<file path="config.mk">
export PLATFORM = sky130hd
export DESIGN_NAME = crs_response
export DESIGN_NICKNAME = d
export VERILOG_FILES = /design/src/include/crs_pkg.sv /design/src/logic/crs_response.sv
export SDC_FILE = /design/constraint.sdc
export NUM_CORES = 1
export LEC_CHECK = 0
export BUFFER_PORTS_ARGS = -buffer_cell sky130_fd_sc_hd__buf_2
export CORE_ASPECT_RATIO = 0.9
export CORE_UTILIZATION = 45
export CTS_BUF_LIST = sky130_fd_sc_hd__clkbuf_2
export DETAILED_ROUTE_END_ITERATION = 12
export GPL_TIMING_DRIVEN = 0
export PLACE_DENSITY = 0.73
export SLEW_MARGIN = 20
export SYNTH_ARGS = -nofsm -noshare
export SYNTH_HDL_FRONTEND = slang
export SYNTH_SLANG_ARGS = --single-unit
</file>
<file path="constraint.sdc">
create_clock -name clk_in -period 2.4 [get_ports clk_in]
set_input_delay 0.24 -clock clk_in [delete_from_list [all_inputs] [get_ports clk_in]]
set_output_delay 0.24 -clock clk_in [all_outputs]
set_load 0.05 [all_outputs]
</file>
<file path="src/include/crs_pkg.sv">
// Package of constants and types for the command response status block
// ****************************************************************
// ****************************************************************
package crs_pkg;

    // Register offset and field positions
    localparam logic [7:0] CRS_REG_OFFSET = 8'h11;
    localparam int CRS_BIT_RUNNING = 7;
    localparam int CRS_BIT_SUSPEND = 6;
    localparam int CRS_BIT_SLEEP = 5;
    localparam int CRS_BIT_FAULT = 4;

    // Reset values
    localparam logic [3:0] CRS_TALLY_PRESET = 4'hf;
    localparam logic [3:0] CRS_TALLY_ZERO = 4'h0;
    localparam logic CRS_FAULT_RESET = 1'b0;

    // Error codes; only the low nibble fits the field
    localparam logic [7:0] CRS_ERR_BAD_CMD = 8'h10;
    localparam logic [7:0] CRS_ERR_BAD_PARAM = 8'h11;
    localparam logic [7:0] CRS_ERR_SATURATE = 8'h12;
    localparam logic [7:0] CRS_ERR_OUT_OVF = 8'h13;
    localparam int CRS_OUT_BUF_BYTES = 26;

    // Initialization time after any reset
    localparam int CRS_INIT_TIME_NS = 1000;
    localparam int CRS_CLK_PERIOD_NS = 10;
    localparam int CRS_INIT_CYCLES = (CRS_INIT_TIME_NS + CRS_CLK_PERIOD_NS - 1) / CRS_CLK_PERIOD_NS;

    // Controller states shown in the top three bits
    typedef enum logic [1:0] {
        CRS_ST_RUNNING,
        CRS_ST_SUSPEND,
        CRS_ST_SLEEP
    } crs_state_t;

    // Command completion events from the controller
    typedef struct packed {
        logic good;
        logic bad_cmd;
        logic bad_param;
        logic saturate;
        logic tally_clear;
        logic soft_restart;
    } crs_event_t;

    // Host register access
    typedef struct packed {
        logic rd;
        logic wr;
        logic [7:0] addr;
        logic [7:0] wdata;
    } crs_host_t;

endpackage : crs_pkg

</file>
<file path="src/logic/crs_response.sv">
// Command response and status register with its tally and fault logic
`timescale 1ns/1ns
module crs_response (
    input wire logic clk_in,
    input wire logic sys_rst_in,
    input wire crs_pkg::crs_event_t evt_in,
    input wire logic suspend_in,
    input wire logic busy_in,
    input wire logic burst_en_in,
    input wire logic [5:0] burst_bytes_in,
    input wire crs_pkg::crs_host_t host_in,
    output logic [7:0] rdata_out,
    output logic [7:0] status_out,
    output logic init_done_out
);
    import crs_pkg::*;

    // ****************************************************************
    // Initialization timer
    // ****************************************************************
    localparam logic [7:0] INIT_LAST = 8'(CRS_INIT_CYCLES - 1);
    logic [7:0] init_cnt_r;
    logic init_done_r;
    logic burst_ovf;
    logic [3:0] tally_r;
    logic fault_r;
    logic [3:0] code_r;
    crs_state_t state_r;
    logic [7:0] status_nxt;

    // Overflow when burst output needs more than the buffer holds
    assign burst_ovf = burst_en_in && (burst_bytes_in > 6'(CRS_OUT_BUF_BYTES));

    // Soft restart reruns initialization like power-up
    always_ff @(posedge clk_in or posedge sys_rst_in) begin
        if (sys_rst_in) begin
            init_cnt_r <= 8'h00;
            init_done_r <= 1'b0;
        end else if (evt_in.soft_restart) begin
            init_cnt_r <= 8'h00;
            init_done_r <= 1'b0;
        end else if (!init_done_r) begin
            if (init_cnt_r == INIT_LAST) begin
                init_done_r <= 1'b1;
            end else begin
                init_cnt_r <= init_cnt_r + 8'h01;
            end
        end
    end

    // ****************************************************************
    // Controller state indicator
    // ****************************************************************
    // Running until init ends, then sleeping unless busy or suspended
    always_ff @(posedge clk_in or posedge sys_rst_in) begin
        if (sys_rst_in) begin
            state_r <= CRS_ST_RUNNING;
        end else if (evt_in.soft_restart || !init_done_r) begin
            state_r <= CRS_ST_RUNNING;
        end else if (busy_in) begin
            state_r <= CRS_ST_RUNNING;
        end else if (suspend_in) begin
            state_r <= CRS_ST_SUSPEND;
        end else begin
            state_r <= CRS_ST_SLEEP;
        end
    end

    // ****************************************************************
    // Fault flag and error code
    // ****************************************************************
    // Any error wins over a clear in the same cycle; burst overflow is ignored until init is done
    always_ff @(posedge clk_in or posedge sys_rst_in) begin
        if (sys_rst_in) begin
            fault_r <= CRS_FAULT_RESET;
            code_r <= CRS_TALLY_ZERO;
        end else if (evt_in.bad_cmd) begin
            fault_r <= 1'b1;
            code_r <= CRS_ERR_BAD_CMD[3:0];
        end else if (evt_in.bad_param) begin
            fault_r <= 1'b1;
            code_r <= CRS_ERR_BAD_PARAM[3:0];
        end else if (evt_in.saturate) begin
            fault_r <= 1'b1;
            code_r <= CRS_ERR_SATURATE[3:0];
        end else if (burst_ovf && init_done_r) begin
            fault_r <= 1'b1;
            code_r <= CRS_ERR_OUT_OVF[3:0];
        end else if (evt_in.soft_restart || evt_in.tally_clear) begin
            fault_r <= CRS_FAULT_RESET;
            code_r <= CRS_TALLY_ZERO;
        end
    end

    // ****************************************************************
    // Command tally
    // ****************************************************************
    // Counts only while no fault; wraps in four bits
    always_ff @(posedge clk_in or posedge sys_rst_in) begin
        if (sys_rst_in) begin
            tally_r <= CRS_TALLY_PRESET;
        end else if (evt_in.soft_restart) begin
            tally_r <= CRS_TALLY_PRESET;
        end else if (evt_in.tally_clear) begin
            tally_r <= CRS_TALLY_ZERO;
        end else if (evt_in.good && !fault_r) begin
            tally_r <= tally_r + 4'h1;
        end
    end

    // ****************************************************************
    // Register image and host port
    // ****************************************************************
    // Low nibble shows the error code while faulted
    always_comb begin
        status_nxt = 8'h00;
        status_nxt[CRS_BIT_RUNNING] = (state_r == CRS_ST_RUNNING);
        status_nxt[CRS_BIT_SUSPEND] = (state_r == CRS_ST_SUSPEND);
        status_nxt[CRS_BIT_SLEEP] = (state_r == CRS_ST_SLEEP);
        status_nxt[CRS_BIT_FAULT] = fault_r;
        status_nxt[3:0] = fault_r ? code_r : tally_r;
    end

    // Image registered so outputs come from flops
    always_ff @(posedge clk_in or posedge sys_rst_in) begin
        if (sys_rst_in) begin
            status_out <= {3'b100, CRS_FAULT_RESET, CRS_TALLY_PRESET}; // Running, no fault, preset
            init_done_out <= 1'b0;
        end else begin
            status_out <= status_nxt;
            init_done_out <= init_done_r;
        end
    end

    // Reads are pure; writes are dropped as every bit is read-only
    always_ff @(posedge clk_in or posedge sys_rst_in) begin
        if (sys_rst_in) begin
            rdata_out <= 8'h00;
        end else if (host_in.rd && host_in.addr == CRS_REG_OFFSET) begin
            rdata_out <= status_nxt;
        end else begin
            rdata_out <= 8'h00;
        end
    end

endmodule : crs_response

</file>
==> metrics.yaml, run 1 <==
final_common_cell: "buf_2"
tightestPinTransition_ps: 678
antenna_found_initial: 0
wl_mm: 2.58
worstPathRequired_ps: 2660
avgSynthCellArea_sq_um: 11.7
fillers: 260
p_leak_nw: 0.891
grt_pass1_wl_mm: 4.64
grt_pass1_vias: 1095
synthArstFlopShare_pct: 100
final_util_pct: 59.8
gp_congestion: 0.786
clock_path_buffers: 2
drt_pass1_iterations: 4
postSynthCellCount: 127
setup_viol: 0
insertion_delay_ps: 360
ys.flop_type: "dfrtp_1"
cts_htree_levels: 2
ys_seq_elements: 35
reg2reg_to: "init_cnt_r[6]$_DFFE_PP0P_"
grt-ovfl-total: 0
critical_path_class: "reg -> reg"
grt_use_total_pct: 17.4
fin_setup_tns_ps: 0
reg2reg_setup_slack_ps: 820
power_w: 0.00110
fmax_ghz: 0.633
rows: 19
layout-drive-gt1-share_pct: 37.8
yosysUniqueCellTypes: 37
cp-end-kind: "register"
cp_max_fo: 5
drv_cap: 0
whs_path_depth: 2
vdd_drop_max_mv: 0.304
max_slew_margin_pct: 54.8
wire_per_inst_um: 11.6
start_util_pct: 48.1
post-dp-hpwl_mm: 1.90
area_growth_pct: 24.3
seq_area_frac_synth_pct: 59.7
die_area_sq_um: 3530
crit_start: "init_cnt_r[0]$_DFFE_PP0P_"
syn-num-nets: 164
io_buffers: 42
place_inst: 211
drc: 0
whs_ps: 43.1
period_needed_ps: 1580
hold_class: "in -> reg"
finClkSkew_ps: 8.51
viasPerCell: 4.93
finalMaxSlewViolations: 0
die_x_um: 62.6
layout_common_cells: "43 x buf_2, 26 x dfrtp_1, 13 x nor2b_1, 9 x nor2_1, 9 x dfstp_2"
hp-start: "evt_in[3]"
fin_crit_sh_pct: 65.8
post_cts_resized: 0
hold_viol: 0
final_cells: 222
die_h_um: 56.5
cp_data_arrival_time_ps: 1840
reg2regPathDepth: 4
coreArea_sq_um: 3090
netlist_area_sq_um: 1490
drtIter0Drc: 46
clk_pin_slew_ps: 170
fin_nets: 216
outcome: "finished, final reports clean"
n_antenna_cell: 0
cts_tree: "done"
pwr_density_cell_nw_per_um2: 596
grt_max_degree: 36
root_buffer: "clkbuf_2"
cp-start-kind: "register"
clock-sinks: 35
numCtsBuffers: 5
synth_edf_count: 0
vias: 1095
ant_nets: 0
ys.warnings.count: 0
min_to: "code_r[1]$_DFFE_PP0P_"
io_pins: 52
grt_setup_unrepaired: "no"
rr_startpoint: "init_cnt_r[0]$_DFFE_PP0P_"
==> synthesized netlist by cell type (4+ instances only) <==
cell | instances | area, sq um
mux2_2 | 5 | 56.3
nor2_1 | 9 | 33.8
nand2_1 | 5 | 18.8
inv_1 | 6 | 22.5
nand2b_1 | 4 | 25.0
dfrtp_1 | 26 | 651
nor2b_1 | 13 | 81.3
a21oi_1 | 4 | 20.0
dfstp_2 | 9 | 236
==> per-layer routing <==
metal	part of all wire, %	GRT usage, %	vias up	routed length, um
met4	1.0	5.98	0	27
met2	50	30.7	27	1290
met1	44	19.2	511	1150
met3	4.5	6.50	5	117
met5	0	0	-	0
li1	-	-	552	-
==> state kept, by name, summed over array words and instances, names as in the netlist <==
name / flops
init_cnt_r: 8
rdata_out: 8
status_out: 8
tally_r: 4
code_r: 2
state_r: 2
fault_r: 1
init_done_out: 1
init_done_r: 1
==> final cells by class <==
cell class / instances / area [sq um] / share of cell area, %
repair buffers: 45 / 240 / 13.0
inverters: 6 / 22.5 / 1.22
clock inverters: 3 / 43.8 / 2.37
multi-input cells: 84 / 567 / 30.7
clock buffers: 5 / 25.0 / 1.36
plain buffers: 2 / 8.76 / 0.474
flip-flops and latches: 35 / 887 / 48.0
well taps: 42 / 52.6 / 2.85
==> kinds of logic after synthesis <==
family / Yosys count / share of synthesized area [%]
fa+ha+maj: 2 / 1.68
compound gates: 19 / 8.51
flops: 35 / 59.7
mux: 7 / 5.14
buf+inv: 8 / 2.11
simple gates: 53 / 21.1
xor+xnor: 3 / 1.77
==> critical path, cell delays in order, from the launching register on <==
cell and delay [ps]:
dfrtp_1 450, ha_1 210, inv_1 50, or4_1 500
mux2_2 290
==> metrics by stage <==
step / worst slack [ps] / instance area [sq um]
after floorplan: 956 / 1490
after global placement: 895 / 1750
after detailed placement: 859 / 1750
after CTS: 830 / 1850
after global routing: 727 / 1850
final: 820 / 1850
==> report_power, final <==
group          internal (W)  switching [W]  leakage, nW
clock network      0.000177       0.000195       0.0429
logic             0.0000447      0.0000595        0.404
registers          0.000612      0.0000131        0.444
==> worst max path at each step <==
stage	to	slack (ps)	cells past startpoint
detailed placement	init_cnt_r[6]$_DFFE_PP0P_	860	4
global placement	init_cnt_r[6]$_DFFE_PP0P_	900	4
finish	init_cnt_r[6]$_DFFE_PP0P_	820	4
CTS	init_cnt_r[6]$_DFFE_PP0P_	830	4
floorplan	init_cnt_r[6]$_DFFE_PP0P_	960	4
global route	init_cnt_r[0]$_DFFE_PP0P_	730	3
==> repair_timing <==
| action | CTS | global route |
|---|---|---|
| setup buffers | 0 | 0 |
| endpoints found under the hold margin | 28 | 0 |
| hold buffers | 3 | 0 |
(Power assumes the default switching activity.)
==> run 2: changes to the inputs <==
==> constraint.sdc (replaced) <==
create_clock -name clk_in -period 1.6 [get_ports clk_in]
set_input_delay 0.16 -clock clk_in [delete_from_list [all_inputs] [get_ports clk_in]]
set_output_delay 0.16 -clock clk_in [all_outputs]
set_load 0.05 [all_outputs]
==> run 2 against run 1 <==
  * Cell area rose by 3.2%
  * Clock power rose by 51%
  * Fmax rose by 2.7%
  * Non-clock buffer count rose by 6
  * Clock skew barely moved
  * Sequential share of layout area fell by 1.5 points
  * Critical endpoint unchanged
  * Largest cell class unchanged
==> metrics.yaml, run 2 (synthesized netlist as in run 1, its figures left out) <==
die_h_um: 56.5  # unchanged
whs_ps: 54.0  # +10.8 ps
fmax_ghz: 0.650  # +2.7%
layout_common_cells: "43 x buf_2, 26 x dfrtp_1, 13 x nor2b_1, 9 x nor2_1, 9 x dfstp_2"
p_leak_nw: 0.921  # +3.4%
cp-start-kind: "register"
viasPerCell: 4.95  # +0.39%
power_frac_comb_pct: 10.4  # +0.9 points
drv_cap: 0  # unchanged
p_switching_w: 0.000409  # +53%
die_x_um: 62.6  # unchanged
post-dp-hpwl_mm: 1.90  # unchanged
period_needed_ps: 1540  # -41.3 ps
cts_tree: "done"
io_buffers: 42  # unchanged
area_growth_pct: 28.3
finalMaxSlewViolations: 0  # unchanged
clock-sinks: 35  # unchanged
swShare_pct: 24.5  # +0.20 points
pwr-share-clk_pct: 33.5  # -0.2 points
drtIter0Drc: 48  # +4.3%
fin_setup_tns_ps: 0  # unchanged
io_pins: 52  # unchanged
reg2reg_setup_slack_ps: 60  # -760 ps
grt_max_degree: 36  # unchanged
cp-end-kind: "register"
drc: 0  # unchanged
top_regs: "init_cnt_r x8, rdata_out x8, status_out x8"
vias: 1129  # +3.1%
numCtsBuffers: 5  # unchanged
root_buffer: "clkbuf_2"
antenna_found_initial: 0  # unchanged
hold_class: "in -> reg"
grt_setup_unrepaired: "no"
critical_path_class: "reg -> reg"
setup_viol: 0  # unchanged
cpPeakStageDelay_ps: 500  # about the same
fin_crit_sh_pct: 96.2  # +30 points
drt_pass1_iterations: 4  # unchanged
ant_nets: 0  # unchanged
cp_max_fo: 3  # -2
coreArea_sq_um: 3090  # unchanged
wire_per_inst_um: 12.1  # +3.8%
vdd_drop_max_mv: 0.466  # +53%
path_cells: "ha_1 > inv_1 > or4_1 > mux2_2"
slowest_stage: "or4_1"
layout-drive-gt1-share_pct: 38.7  # +0.93 points
max_slew_margin_pct: 54.0  # -0.80 points
grt_pass1_vias: 1144  # +4.5%
worstPathRequired_ps: 1870  # -790 ps
wl_mm: 2.76  # +6.6%
finClkSkew_ps: 8.81  # +0.300 ps
start_util_pct: 48.1  # unchanged
cp_data_arrival_time_ps: 1810  # -30 ps
n_antenna_cell: 0  # unchanged
cts_htree_levels: 2  # unchanged
die_area_sq_um: 3530  # unchanged
seq_power_share_pct: 56.1  # -0.7 points
intPower_w: 0.00126  # +51%
grt_pass1_wl_mm: 4.82  # +3.7%
grt-ovfl-total: 0  # unchanged
outcome: "finished, final reports clean"
hold_viol: 0  # unchanged
rows: 19  # unchanged
clk_pin_slew_ps: 170  # about the same
gp_congestion: 0.786  # unchanged
fillers: 251  # -3.5%
tightestPinTransition_ps: 690  # +12.0 ps
fin_nets: 222  # +2.8%
insertion_delay_ps: 370  # about the same
grt_use_total_pct: 18.1  # +0.68 points
pwr_density_cell_nw_per_um2: 877  # +47%
clock_path_buffers: 2  # unchanged
final_common_cell: "buf_2"
-- run 2: cell count changes in the layout (fill, tap and decap cells not counted), sizes merged --
cell and change:
buf +3, dlygate4sd3 +3
-- run 2: metrics by stage --
step	power, W	cell area, sq um	util [%]	cells	setup WS [ps]
final	0.00167	1910	61.7	228	61.2
after global routing	0.00176	1910	61.7	228	20.7
after CTS	0.00168	1880	60.7	225	30.4
after detailed placement	0.00111	1750	56.6	211	58.6
after global placement	0.00110	1750	56.6	211	95.1
after floorplan	0.00104	1490	-	127	156
-- run 2: path summary, 6_finish.rpt --
| path | startpoint | to | depth (start not counted) |
|---|---|---|---|
| worst max-delay path | init_cnt_r[0]$_DFFE_PP0P_ | init_cnt_r[6]$_DFFE_PP0P_ | 4 |
| worst min-delay path | burst_bytes_in[4] | code_r[1]$_DFFE_PP0P_ | 3 |
| worst max register to register | init_cnt_r[0]$_DFFE_PP0P_ | init_cnt_r[6]$_DFFE_PP0P_ | 4 |
| worst min register to register | state_r[0]$_DFF_PP0_ | status_out[7]$_DFF_PP1_ | 1 |
| max in group asynchronous | sys_rst_in | init_cnt_r[1]$_DFFE_PP0P_ | 3 |
| min in group asynchronous | sys_rst_in | state_r[0]$_DFF_PP0_ | 3 |
-- run 2: power by group through the flow --
stage	logic [W]	clock network (W)	registers, W
floorplan	0.0000707	0	0.000973
global placement	0.000145	0	0.000952
detailed placement	0.000153	0	0.000953
CTS	0.000165	0.000581	0.000939
global route	0.000195	0.000625	0.000941
finish	0.000174	0.000561	0.000937
-- run 2: metal layers --
metal	GRT usage, %	up-vias	part of all wire [%]	wire, um
met5	0	-	0	0
met4	6.31	0	0.83	23
met3	6.71	4	5.8	160
met2	32.6	34	51	1400
met1	19.4	525	42	1170
li1	-	566	-	-
-- run 2: cell type report --
cell class	instances	area, sq um	share of cell area, %
repair buffers	51	293	15.4
plain buffers	2	8.76	0.460
multi-input cells	84	573	30.1
flip-flops and latches	35	887	46.6
clock inverters	3	43.8	2.30
inverters	6	22.5	1.18
clock buffers	5	25.0	1.31
well taps	42	52.6	2.76
-- run 2: critical path, delay by kind of cell (launching register included) --
kind | cells | cell delay (ps)
muxes | 1 | 290
buffers and inverters | 1 | 50
DFF | 1 | 420
adders and majority gates | 1 | 200
and+or+nand+nor | 1 | 500
-- run 2: what timing repair did --
item / CTS / global route
buffers inserted: 0 / 3
resized for setup: 0 / 1
hold endpoints to repair: 33 / 0
hold buffers: 6 / 0
setup endpoints to repair: 0 / 2
